File: src/hdl/one_shot_pkg.sv
// constants and types shared by the edge-triggered one-shot timer
package one_shot_pkg;
  localparam int TIMER_W = 8;
  localparam int ADDR_W = 12;
  localparam int MODE_W = 5;
  // register byte addresses
  localparam logic [ADDR_W-1:0] CTRL_ADDR = 12'h000;
  localparam logic [ADDR_W-1:0] PERIOD_ADDR = 12'h004;
  localparam logic [ADDR_W-1:0] PULSE_ADDR = 12'h008;
  localparam logic [ADDR_W-1:0] STATUS_ADDR = 12'h00C;
  // field positions
  localparam int ENABLE_BIT = 0;
  localparam int MODE_LSB = 1;
  localparam int MODE_MSB = 5;
  localparam int PWM_BIT = 8;
  localparam int RUN_BIT = 9;
  // mode codes handled here
  localparam logic [MODE_W-1:0] MODE_RISE = 5'h09;
  localparam logic [MODE_W-1:0] MODE_FALL = 5'h0A;
  localparam logic [MODE_W-1:0] MODE_ANY = 5'h0B;
  // reset values and count step
  localparam logic [TIMER_W-1:0] COUNT_RESET = 8'h00;
  localparam logic [TIMER_W-1:0] PERIOD_RESET = 8'h00;
  localparam logic [TIMER_W-1:0] PULSE_RESET = 8'h00;
  localparam logic [MODE_W-1:0] MODE_RESET = 5'h00;
  localparam logic [31:0] WORD_ZERO = 32'h0000_0000;
  localparam logic [TIMER_W-1:0] COUNT_STEP = 8'h01;

  typedef enum logic [1:0] {
    ARMED = 2'b01,
    COUNTING = 2'b10
  } timer_state_type;
endpackage

File: src/hdl/edge_one_shot_timer.sv
// edge-triggered one-shot timer with pwm drive and apb register slave
`timescale 1ns/1ns
module edge_one_shot_timer
  import one_shot_pkg::*;
(
  input wire logic sys_clk, // 100 MHz system clock
  input wire logic rst_n, // async reset, active low
  input wire logic timerClockInput, // timer clock, counted on its rising edge
  input wire logic externalStartSignal, // external start signal
  input wire logic psel, // apb select
  input wire logic penable, // apb access phase
  input wire logic pwrite, // apb write when high
  input wire logic [ADDR_W-1:0] paddr, // apb byte address
  input wire logic [31:0] pwdata, // apb write data
  output logic [31:0] prdata, // apb read data, registered
  output logic pready, // apb ready
  output logic pslverr, // apb error on unmapped address
  output logic pwmDrive, // pwm drive to compare unit
  output logic [TIMER_W-1:0] countValue // current count
);
  typedef struct packed {
    timer_state_type state;
    logic enable;
    logic [MODE_W-1:0] mode;
    logic [TIMER_W-1:0] period;
    logic [TIMER_W-1:0] pulseWidth;
    logic [TIMER_W-1:0] count;
    logic pwmDrive;
    logic [31:0] prdata;
  } timer_regs_type;

  timer_regs_type q;
  timer_regs_type next_q;
  logic tick;
  logic startRise;
  logic startFall;
  logic trigger;
  logic mapped;
  logic access;
  logic [31:0] readWord;

  ////////////////////////////////////////////////////////////////////////////
  // edge detection on timer clock and start signal

  signal_edge clockEdge (
    .sys_clk(sys_clk),
    .rst_n(rst_n),
    .level(timerClockInput),
    .rise(tick),
    .fall()
  );

  signal_edge startEdge (
    .sys_clk(sys_clk),
    .rst_n(rst_n),
    .level(externalStartSignal),
    .rise(startRise),
    .fall(startFall)
  );

  // qualifying edge per mode; other modes never trigger
  always_comb begin
    case (q.mode)
      MODE_RISE: trigger = startRise;
      MODE_FALL: trigger = startFall;
      MODE_ANY: trigger = startRise | startFall;
      default: trigger = 1'b0;
    endcase
  end

  ////////////////////////////////////////////////////////////////////////////
  // apb decode: zero wait states, error on unmapped address

  assign mapped = (paddr == CTRL_ADDR) || (paddr == PERIOD_ADDR) ||
                  (paddr == PULSE_ADDR) || (paddr == STATUS_ADDR);
  assign access = psel & penable;
  assign pready = 1'b1;
  assign pslverr = access & ~mapped;

  // read mux, sampled in the setup cycle so prdata is a flop in access
  always_comb begin
    readWord = WORD_ZERO;
    case (paddr)
      CTRL_ADDR: begin
        readWord[ENABLE_BIT] = q.enable;
        readWord[MODE_MSB:MODE_LSB] = q.mode;
      end
      PERIOD_ADDR: readWord[TIMER_W-1:0] = q.period;
      PULSE_ADDR: readWord[TIMER_W-1:0] = q.pulseWidth;
      STATUS_ADDR: begin
        readWord[TIMER_W-1:0] = q.count;
        readWord[PWM_BIT] = q.pwmDrive;
        readWord[RUN_BIT] = (q.state == COUNTING);
      end
      default: readWord = WORD_ZERO;
    endcase
  end

  ////////////////////////////////////////////////////////////////////////////
  // next state: counting first, software writes last so a set wins

  always_comb begin
    next_q = q;
    if (psel && !penable && !pwrite) begin
      next_q.prdata = readWord;
    end
    case (q.state)
      ARMED: begin
        // enable alone does nothing; an edge must arrive while it is set
        if (q.enable && trigger) begin
          next_q.state = COUNTING;
          next_q.pwmDrive = 1'b1;
        end
      end
      COUNTING: begin
        if (!q.enable) begin
          // halted: count and pwm held, re-arm for a fresh edge
          next_q.state = ARMED;
        end else begin
          if (q.count == q.pulseWidth) begin
            next_q.pwmDrive = 1'b0;
          end
          if (tick) begin
            if (q.count == q.period) begin
              next_q.count = COUNT_RESET;
              next_q.enable = 1'b0;
              next_q.pwmDrive = 1'b0;
              next_q.state = ARMED;
            end else begin
              next_q.count = q.count + COUNT_STEP;
            end
          end
        end
      end
      default: next_q.state = ARMED;
    endcase
    // register writes take effect at the access edge
    if (access && pwrite) begin
      case (paddr)
        CTRL_ADDR: begin
          next_q.enable = pwdata[ENABLE_BIT];
          next_q.mode = pwdata[MODE_MSB:MODE_LSB];
        end
        PERIOD_ADDR: next_q.period = pwdata[TIMER_W-1:0];
        PULSE_ADDR: next_q.pulseWidth = pwdata[TIMER_W-1:0];
        default: next_q.period = q.period;
      endcase
    end
  end

  // state register
  always_ff @(posedge sys_clk or negedge rst_n) begin
    if (!rst_n) begin
      q.state <= ARMED;
      q.enable <= 1'b0;
      q.mode <= MODE_RESET;
      q.period <= PERIOD_RESET;
      q.pulseWidth <= PULSE_RESET;
      q.count <= COUNT_RESET;
      q.pwmDrive <= 1'b0;
      q.prdata <= WORD_ZERO;
    end else begin
      q <= next_q;
    end
  end

  assign prdata = q.prdata;
  assign pwmDrive = q.pwmDrive;
  assign countValue = q.count;

  ////////////////////////////////////////////////////////////////////////////
  // assertions

  logic ctrlWrite;
  assign ctrlWrite = access && pwrite && (paddr == CTRL_ADDR);

  a_edge_starts_run: assert property (@(posedge sys_clk) disable iff (!rst_n)
    q.state == ARMED && q.enable && trigger |=> q.state == COUNTING && q.pwmDrive)
    else $error("qualifying edge did not start the timer");

  a_no_edge_no_start: assert property (@(posedge sys_clk) disable iff (!rst_n)
    q.state == ARMED && !(q.enable && trigger) |=> q.state == ARMED)
    else $error("timer started without a qualifying edge");

  a_period_clears_on: assert property (@(posedge sys_clk) disable iff (!rst_n)
    q.state == COUNTING && q.enable && tick && q.count == q.period && !ctrlWrite
    |=> !q.enable && q.count == COUNT_RESET && q.state == ARMED)
    else $error("period match did not clear enable and count");

  a_halt_needs_edge: assert property (@(posedge sys_clk) disable iff (!rst_n)
    !q.enable |=> q.state == ARMED)
    else $error("timer kept running after enable cleared");

  a_pwm_off_match: assert property (@(posedge sys_clk) disable iff (!rst_n)
    q.state == COUNTING && q.enable && q.count == q.pulseWidth |=> !q.pwmDrive)
    else $error("pwm drive still on after pulse width match");

  a_pwm_stays_low: assert property (@(posedge sys_clk) disable iff (!rst_n)
    q.state == ARMED && !q.pwmDrive && !(q.enable && trigger) |=> !q.pwmDrive)
    else $error("pwm drive rose without a trigger edge");

  a_count_steps: assert property (@(posedge sys_clk) disable iff (!rst_n)
    q.state == COUNTING && q.enable && tick && q.count != q.period
    |=> q.count == $past(q.count) + COUNT_STEP)
    else $error("count did not advance by one on timer clock");

  a_count_holds: assert property (@(posedge sys_clk) disable iff (!rst_n)
    !q.enable ##1 !q.enable |-> q.count == $past(q.count, 1) && q.state == ARMED)
    else $error("count changed while enable clear");
endmodule

File: src/hdl/signal_edge.sv
// rising and falling edge detector for a synchronous input
`timescale 1ns/1ns
module signal_edge (
  input wire logic sys_clk, // system clock
  input wire logic rst_n, // async reset, active low
  input wire logic level, // sampled input
  output logic rise, // one-cycle pulse on low-to-high
  output logic fall // one-cycle pulse on high-to-low
);
  logic previous;

  // remember last level; reset low so a high input at release reads as a rise
  always_ff @(posedge sys_clk or negedge rst_n) begin
    if (!rst_n) begin
      previous <= 1'b0;
    end else begin
      previous <= level;
    end
  end

  // edges compare present level with the stored one
  assign rise = level & ~previous;
  assign fall = ~level & previous;
endmodule

File: config.mk
export PLATFORM = sky130hd
export DESIGN_NAME = edge_one_shot_timer
export DESIGN_NICKNAME = d
export VERILOG_FILES = /design/src/hdl/one_shot_pkg.sv /design/src/hdl/edge_one_shot_timer.sv /design/src/hdl/signal_edge.sv
export SDC_FILE = /design/constraint.sdc
export NUM_CORES = 1
export LEC_CHECK = 0
export BUFFER_PORTS_ARGS = -buffer_cell sky130_fd_sc_hd__buf_2
export CORE_MARGIN = 2
export CORE_UTILIZATION = 45
export CTS_BUF_LIST = sky130_fd_sc_hd__clkbuf_2 sky130_fd_sc_hd__clkbuf_4 sky130_fd_sc_hd__clkbuf_8
export CTS_CLUSTER_SIZE = 24
export DETAILED_ROUTE_END_ITERATION = 6
export PLACE_DENSITY = 0.74
export SYNTH_ARGS = -nofsm -noshare
export SYNTH_HDL_FRONTEND = slang
export SYNTH_SLANG_ARGS = --single-unit
File: constraint.sdc
create_clock -name sys_clk -period 1.6 [get_ports sys_clk]
set_clock_uncertainty 0.05 [all_clocks]
set_input_delay 0.08 -clock sys_clk [delete_from_list [all_inputs] [get_ports sys_clk]]
set_output_delay 0.08 -clock sys_clk [all_outputs]
set_load 0.03 [all_outputs]
==> impl_metrics.ini, run 1 <==
[sta]
rsz0062_at_grt = true
worst_pin_slew_ps = 566.8
finalCritPeriodShare_pct = 95.65
timing.fmax_ghz = 0.6534
final_max_slew_viol_count = 0
finalSetupViolations = 0
final.setup.tns_ps = 0
hold_viol = 0
fin_crit_ps = 1530
hold_slack_ps = 24.89
relSlewSlack_pct = 62.21

[cts]
clk_path_buf_depth = 2
cts_sinks = 45
cts_tree = built
cts_setup_buffers = 0
ctsHtreeMaxLevel = 2
cts_buffers = 5
cts_root_buf = clkbuf_8
path_clk_slew_ps = 90
clk_latency_ps = 310

[floorplan]
die_w_um = 82.67
num_io_pins = 94
die-area_sq_mm = 0.006834
core_area_sq_mm = 0.005956
die_y_um = 82.67
rows = 28
initial_core_util_pct = 46.76

[detailed_routing]
drt-initial-drc-count = 118
wl_per_cell_um = 15.34
drc_errors = 0
vias = 2032
dr.pass1.iters = 4
avgViaCountPerCell = 5.197
ant_nets = 0
drt_wl_total_mm = 5.997

[global_routing]
antenna_found_initial = 0
track_usage_pct = 18.62
grt_overflow = 0
grt_pass1_vias = 1937
grt_max_degree = 46
grt_pass1_wl_mm = 9.384

[critical_path]
critPathMaxFanout = 9
cp_data_arrival_time_ps = 1660
worstRegToRegCells = 5
cp-start-kind = flip-flop
worst_ep_required_time_ps = 1730
path_class = flip-flop to flip-flop
cp-end-kind = flip-flop

[power_and_ir_drop]
switching_share_pct = 27.79
power_frac_seq_pct = 54.1
ir_worst_vdd_uv = 363.6
power.static_leakage_uw = 0.001564
p_int_uw = 1525
pwr_density_cell_mw_per_mm2 = 633.4
p_comb_share_pct = 11.4
clkPwrFrac_pct = 34.5
p_sw_uw = 586.6

[cells_and_area]
final_nets = 369
drive_gt1_share_pct = 40.51
fillCellCount = 525
diodes = 0
synthToLayoutAreaGrowth_pct = 19.68

[synth]
ys_types = 43
synth_area_leaders = dfrtp_1, buf_4, mux2_4
synth_edf_count = 0
seq_area_frac_synth_pct = 40.48
async_flop_share_pct = 100.0
ys_seq_elements = 45
syn_inst = 254
synth_top_area_share_pct = 39.53
yosysTopAreaCell = dfrtp_1
synthFlopType = dfrtp_1
syn_area_sq_mm = 0.002785
yosysWarningCount = 0
syn_area_per_cell_sq_um = 10.97

[run]
cap_violations = 0

[status]
run_status = finished clean

[placed_design]
place_hpwl_mm = 4.622
port_buffers = 46
place.gp.congestion = 0.8901

[min_path]
min_path_cells = 3
hold_class = primary input to flip-flop
registers in the layout (all words and copies together) (netlist names):
signal              count
q                      24
prdata                 10
countValue              8
clockEdge.previous      1
pwmDrive                1
startEdge.previous      1
final timing paths:
kind / from / to / slack (ps)
max: countValue[1] / countValue[6] / 70
min: psel / prdata[8] / 20
max reg2reg: countValue[1] / countValue[6] / 70
min reg2reg: prdata[3] / prdata[3] / 430
max in group asynchronous: rst_n / countValue[1] / 730
min in group asynchronous: rst_n / countValue[2] / 350
layout by cell type (no fill, tap or decap), types with 5 or more instances in the layout:
master and n:
buf_2 46, buf_4 25, clkbuf_8 5, conb_1 23, dfrtp_1 43, dlygate4sd3_1 11
inv_1 5, mux2_4 19, mux4_2 6, nand2_1 26, nand4_1 11, o211ai_1 5
o21ai_0 12, xnor2_1 15
routing by layer:
layer | track usage (%) | part of all wire [%] | vias up
li1 | - | - | 962
met1 | 23.82 | 43 | 1003
met2 | 32.90 | 51 | 60
met3 | 2.609 | 4.9 | 7
met4 | 5.082 | 0.97 | 0
met5 | 0 | 0 | -
power by group through the flow:
stage                     logic (uW)  clock network, uW  registers, uW
after detailed placement         221                  0           1160
after global placement           218                  0           1160
final                            242                728           1140
after floorplan                  172                  0           1160
after global routing             267                790           1140
after CTS                        241                757           1140
logic make-up after synthesis:
kind of cell | count (synthesis) | share of synthesized area [%]
AO/OA/AOI/OAI | 34 | 8.042
XOR/XNOR | 16 | 5.031
adder cells (fa/ha/maj) | 3 | 1.348
buffers and inverters | 57 | 13.48
flip-flops | 45 | 40.48
multiplexers | 30 | 16.26
other | 2 | 0.2696
AND/OR/NAND/NOR | 67 | 15.09
worst max-delay path, cell delays in order, from the launching register on:
cell and delay, ps:
dfrtp_2 470, xnor2_1 180, nand4_1 170, buf_6 190, o21ai_2 190, o311ai_1 150
layout make-up:
class | instances | area (sq um) | area share [%]
inverters | 5 | 18.77 | 0.5631
clock buffers | 5 | 68.82 | 2.065
clock inverters | 3 | 21.27 | 0.6381
repair buffers | 85 | 579.3 | 17.38
well taps | 75 | 93.84 | 2.815
multi-input cells | 173 | 1423 | 42.68
flip-flops and latches | 45 | 1129 | 33.86
per-stage QoR:
stage                     util [%]  std cells  setup slack (ps)  cell area [sq um]  power (uW)
final                        55.97        391             69.61               3333        2111
after global placement       51.87        372            -159.4               3089        1382
after floorplan                  -        275            -187.8               2894        1336
after global routing         55.97        391            -24.63               3333        2199
after CTS                    55.29        391            -2.571               3293        2140
after detailed placement     51.87        372            -175.6               3089        1385
synthesized netlist by cell type, drive strengths merged (6+ instances only):
| cell | count |
|---|---|
| buf | 46 |
| dfrtp | 44 |
| nand2 | 26 |
| mux2 | 23 |
| xnor2 | 16 |
| o21ai | 13 |
| nand4 | 11 |
| clkbuf | 6 |
| mux4 | 6 |
| nor2 | 6 |
| nor4 | 6 |
timing repair:
item                                    in CTS  in global routing
gates resized for setup                      3                 10
hold buffers                                11                  0
endpoints found under the setup margin       8                  9
hold endpoints to repair                    65                  0
pin swaps                                    0                  1
Note: power is estimated with default switching activity, not from simulation.
==> inputs of run 2 (changes only) <==
==> constraint.sdc (replaced) <==
create_clock -name sys_clk -period 1.6 [get_ports sys_clk]
set_clock_uncertainty 0.05 [all_clocks]
set_input_delay 0.16 -clock sys_clk [delete_from_list [all_inputs] [get_ports sys_clk]]
set_output_delay 0.16 -clock sys_clk [all_outputs]
set_load 0.03 [all_outputs]
==> run 2 against run 1 <==
Total power increased by 2.2%; first-iteration DRC count grew 0.85%; non-clock buffer count down 2; cell count is 0.51% lower; flip-flop and latch count unchanged; via count rose by 1.3%; core utilization is 0.32 points higher; clock-buffer cell count rose by 2; maximum frequency down 4.2%; sequential share of layout area decreased by 0.15 points; wire length is 6.3% higher; design area up 0.56%; critical path type unchanged; critical endpoint is now q[64]; largest cell class unchanged; largest power group unchanged; highest routed layer unchanged.
==> impl_metrics.ini, run 2 (same netlist as run 1, synthesis figures left out) <==
[cells_and_area]
synthToLayoutAreaGrowth_pct = 20.35
largest_reg_flops = 24
final_nets = 367
layout_common_cells = buf_2, dfrtp_1, buf_4
drive_gt1_share_pct = 43.31
final_common_cell = buf_2
largest_register = q
post-route-util_pct = 56.28
diodes = 0
fillCellCount = 499

[cts]
cts_sinks = 45
cts_root_buf = clkbuf_8
clk_path_buf_depth = 2
clk_latency_ps = 300
path_clk_slew_ps = 90
ctsHtreeMaxLevel = 2
cts_tree = built
cts_buffers = 5

[power_and_ir_drop]
power.static_leakage_uw = 0.001574
pwr_density_cell_mw_per_mm2 = 643.9
ir_worst_vdd_uv = 342.3

[floorplan]
num_io_pins = 94
rows = 28
initial_core_util_pct = 46.76
die-area_sq_mm = 0.006834
die_y_um = 82.67
core_area_sq_mm = 0.005956
die_w_um = 82.67

[sta]
finalCritPeriodShare_pct = 99.81
relSlewSlack_pct = 65.91
hold_viol = 0
rsz0062_at_grt = true
worst_pin_slew_ps = 510.1
timing.fmax_ghz = 0.6262
final.setup.tns_ps = 0
fin_crit_ps = 1597
final_max_slew_viol_count = 0
setup_slack_ps = 3.102
finalSetupViolations = 0

[critical_path]
cp-start-kind = flip-flop
worst_ep_required_time_ps = 1720
critPathMaxFanout = 9
cp-end-kind = flip-flop
path_class = flip-flop to flip-flop
cp_data_arrival_time_ps = 1720

[global_routing]
grt_pass1_wl_mm = 9.535
grt_pass1_vias = 1868
track_usage_pct = 19.25
antenna_found_initial = 0
grt_max_degree = 26
grt_overflow = 0

[status]
run_status = finished clean

[min_path]
hold_class = primary input to flip-flop

[detailed_routing]
vias = 2059
ant_nets = 0
drc_errors = 0
avgViaCountPerCell = 5.293
dr.pass1.iters = 4
drt_wl_total_mm = 6.372
drt-initial-drc-count = 119
wl_per_cell_um = 16.38

[placed_design]
place.gp.congestion = 0.9327
place_hpwl_mm = 4.739
post-place-ws_ps = -274.3
port_buffers = 46

[run]
cap_violations = 0
[run 2: layout make-up]
cell class	instances	area [sq um]	area share, %
clock buffer	7	96.34	2.874
clock inverter	1	5.005	0.1493
inverter	5	18.77	0.5599
multi-input combinational	173	1444	43.08
sequential	45	1130	33.71
tap	75	93.84	2.800
timing repair buffer	83	564.3	16.83
[run 2: what timing repair did]
item	in CTS	in global routing
buffers inserted	0	1
hold endpoints to repair	21	0
endpoints found under the setup margin	9	7
gates resized for setup	5	13
hold buffers	3	0
pin swaps	0	3
cloned	0	0
[run 2: final timing paths]
kind                            cells after the start           from  slack (ps)                  to
min in group asynchronous                           2          rst_n         300       countValue[0]
max in group asynchronous                           3          rst_n         700  startEdge.previous
worst min-delay path                                2      pwdata[7]          40               q[56]
worst min register to register                      2      prdata[6]         430           prdata[6]
worst max-delay path                                5  countValue[1]           3               q[64]
worst max register to register                      5  countValue[1]           3               q[64]
[run 2: routing by layer]
| layer | share of wire [%] | wire length [um] | vias to the layer above | track usage [%] |
|---|---|---|---|---|
| met2 | 49 | 3122 | 90 | 32.10 |
| li1 | - | - | 964 | - |
| met1 | 42 | 2676 | 989 | 24.67 |
| met4 | 2.8 | 178 | 0 | 6.557 |
| met5 | 0 | 0 | - | 0 |
| met3 | 6.2 | 395 | 16 | 4.348 |
[run 2: metrics by stage]
stage                     hold WS, ps  instance area (sq um)  power, uW  cells
after floorplan                -185.6                   2888       1336    275
after global placement          91.27                   3139       1391    377
after detailed placement        100.1                   3139       1395    377
after CTS                       38.82                   3279       2164    388
after global routing            42.22                   3352       2249    389
final                           38.04                   3352       2158    389
[run 2: critical path, cell delays in order, from the launching register on]
cell and delay (ps):
dfrtp_2 470, xnor2_1 180, nand4_1 230, buf_6 230, nor3_2 180, o21ai_0 130
[run 2: where the power goes]
group / switching (uW) / internal (uW) / total, uW
registers: 1.90 / 1140 / 1140
logic: 168 / 69.5 / 238
clock network: 388 / 391 / 779
total: 558 / 1600 / 2160
==> inputs of run 3 (changes only) <==
--- a/config.mk
+++ b/config.mk
@@ -11,7 +11,7 @@
 export CTS_BUF_LIST = sky130_fd_sc_hd__clkbuf_2 sky130_fd_sc_hd__clkbuf_4 sky130_fd_sc_hd__clkbuf_8
 export CTS_CLUSTER_SIZE = 24
 export DETAILED_ROUTE_END_ITERATION = 6
-export PLACE_DENSITY = 0.74
+export PLACE_DENSITY = 0.76
 export SYNTH_ARGS = -nofsm -noshare
 export SYNTH_HDL_FRONTEND = slang
 export SYNTH_SLANG_ARGS = --single-unit
==> run 3 against run 2 <==
The flow now finishes with violations (setup timing); sequential share of layout area is 0.27 points higher; core utilization shrank 0.50 points; combinational power barely moved; non-clock buffer count decreased by 2; total power grew 11%; critical path type unchanged; highest routed layer unchanged.
==> impl_metrics.ini, run 3 (same netlist as run 1, synthesis figures left out) <==
[sta]
final_max_slew_viol_count = 0
finalSetupViolations = 1
rsz0062_at_grt = true
worst_pin_slew_ps = 524.0
timing.fmax_ghz = 0.6102
hold_slack_ps = 35.51
setup_slack_ps = -38.91
fin_crit_ps = 1639
final.setup.tns_ps = -38.91
relSlewSlack_pct = 64.98
finalCritPeriodShare_pct = 102.4
hold_viol = 0

[cells_and_area]
seq_area_sq_mm = 0.001129
final_common_cell = buf_2
fillCellCount = 494
post-route-util_pct = 55.78
diodes = 0
final_nets = 365
final-instance-count-excl-fill = 387
synthToLayoutAreaGrowth_pct = 19.27
layout_common_cells = buf_2, dfrtp_1, buf_4
drive_gt1_share_pct = 41.67
multi_input_area_sq_mm = 0.001403
largest_reg_flops = 24
largest_register = q

[status]
run_status = complete, but fails checks
violations = setup timing

[run]
cap_violations = 0

[detailed_routing]
wl_per_cell_um = 16.83
drt-initial-drc-count = 156
ant_nets = 0
drc_errors = 0
vias = 2114
drt_wl_total_mm = 6.513
dr.pass1.iters = 4
avgViaCountPerCell = 5.463

[floorplan]
die_w_um = 82.67
rows = 28
num_io_pins = 94
core_area_sq_mm = 0.005956
die_y_um = 82.67
die-area_sq_mm = 0.006834
initial_core_util_pct = 46.76

[power_and_ir_drop]
ir_worst_vdd_uv = 375.4
clkPwrFrac_pct = 42.5
p_sw_uw = 570.2
p_comb_share_pct = 9.9
pwr_density_cell_mw_per_mm2 = 722.4
power.static_leakage_uw = 0.001568
power_frac_seq_pct = 47.6
p_int_uw = 1830
switching_share_pct = 23.76

[critical_path]
cp-start-kind = flip-flop
rrSetupSlack_ps = -40
worst_ep_required_time_ps = 1720
critPathMaxFanout = 9
crit_end = q[64]
timing.rr.end = q[64]
path_class = flip-flop to flip-flop
crit_start = countValue[3]
cp-end-kind = flip-flop
cp_data_arrival_time_ps = 1760
worstRegToRegCells = 5
r2r_start = countValue[3]

[cts]
cts_sinks = 45
ctsHtreeMaxLevel = 2
clk_path_buf_depth = 2
cts_root_buf = clkbuf_8
clk_latency_ps = 300
cts_tree = built
path_clk_slew_ps = 90
cts_buffers = 5

[placed_design]
dp.cells = 375
port_buffers = 46
place.gp.congestion = 0.8442
place_hpwl_mm = 4.960
post-place-ws_ps = -289.3

[global_routing]
grt_pass1_vias = 2033
grt_pass1_wl_mm = 10.05
grt_max_degree = 26
track_usage_pct = 20.10
grt_overflow = 0
antenna_found_initial = 0

[min_path]
min_path_cells = 2
hold_class = primary input to flip-flop
hold_start = pwdata[7]
## run 3: worst min path at each step
stage	end
5_1_grt	q[47]
3_3_place_gp	countValue[0]
2_1_floorplan	clockEdge.previous
3_5_place_dp	countValue[0]
6_report	q[56]
4_1_cts	q[56]
## run 3: area by class of cell
type                    instances  share of cell area (%)
inverters                       5                  0.5650
clock inverters                 3                   1.959
repair buffers                 81                   16.38
well taps                      75                   2.825
flip-flops and latches         45                   33.97
clock buffers                   5                   2.072
multi-input cells             173                   42.22
## run 3: stage by stage
stage	instance area [sq um]	total power [uW]
floorplan	2888	1336
global placement	3124	1391
detailed placement	3124	1396
CTS	3289	2412
global route	3322	2485
finish	3322	2400
## run 3: worst max-delay path, cell delays in order (launching register included)
cell and delay [ps]:
dfrtp_1 410, xnor2_1 210, nand4_1 170, buf_4 210, nor3_1 290, o21ai_0 170
## run 3: power by group through the flow
stage          combinational, uW  clock (uW)  sequential [uW]
2_1_floorplan                172           0             1160
3_3_place_gp                 227           0             1160
3_5_place_dp                 232           0             1160
4_1_cts                      238        1030             1140
5_1_grt                      260        1080             1140
6_report                     238        1020             1140
## run 3: timing repair
item / 4_1_cts / 5_1_grt
setup buffers: 0 / 2
gates resized for setup: 2 / 9
hold endpoints to repair: 21 / 0
cloned: 0 / 0
endpoints found under the setup margin: 2 / 12
pin swaps: 0 / 4
hold buffers: 3 / 0
## run 3: routing by layer
layer / GRT usage, % / part of all wire (%) / vias up
met3: 3.370 / 5.8 / 13
met2: 34.92 / 52 / 86
met5: 0 / 0 / -
met4: 8.197 / 1.8 / 0
met1: 24.74 / 40 / 1058
li1: - / - / 957
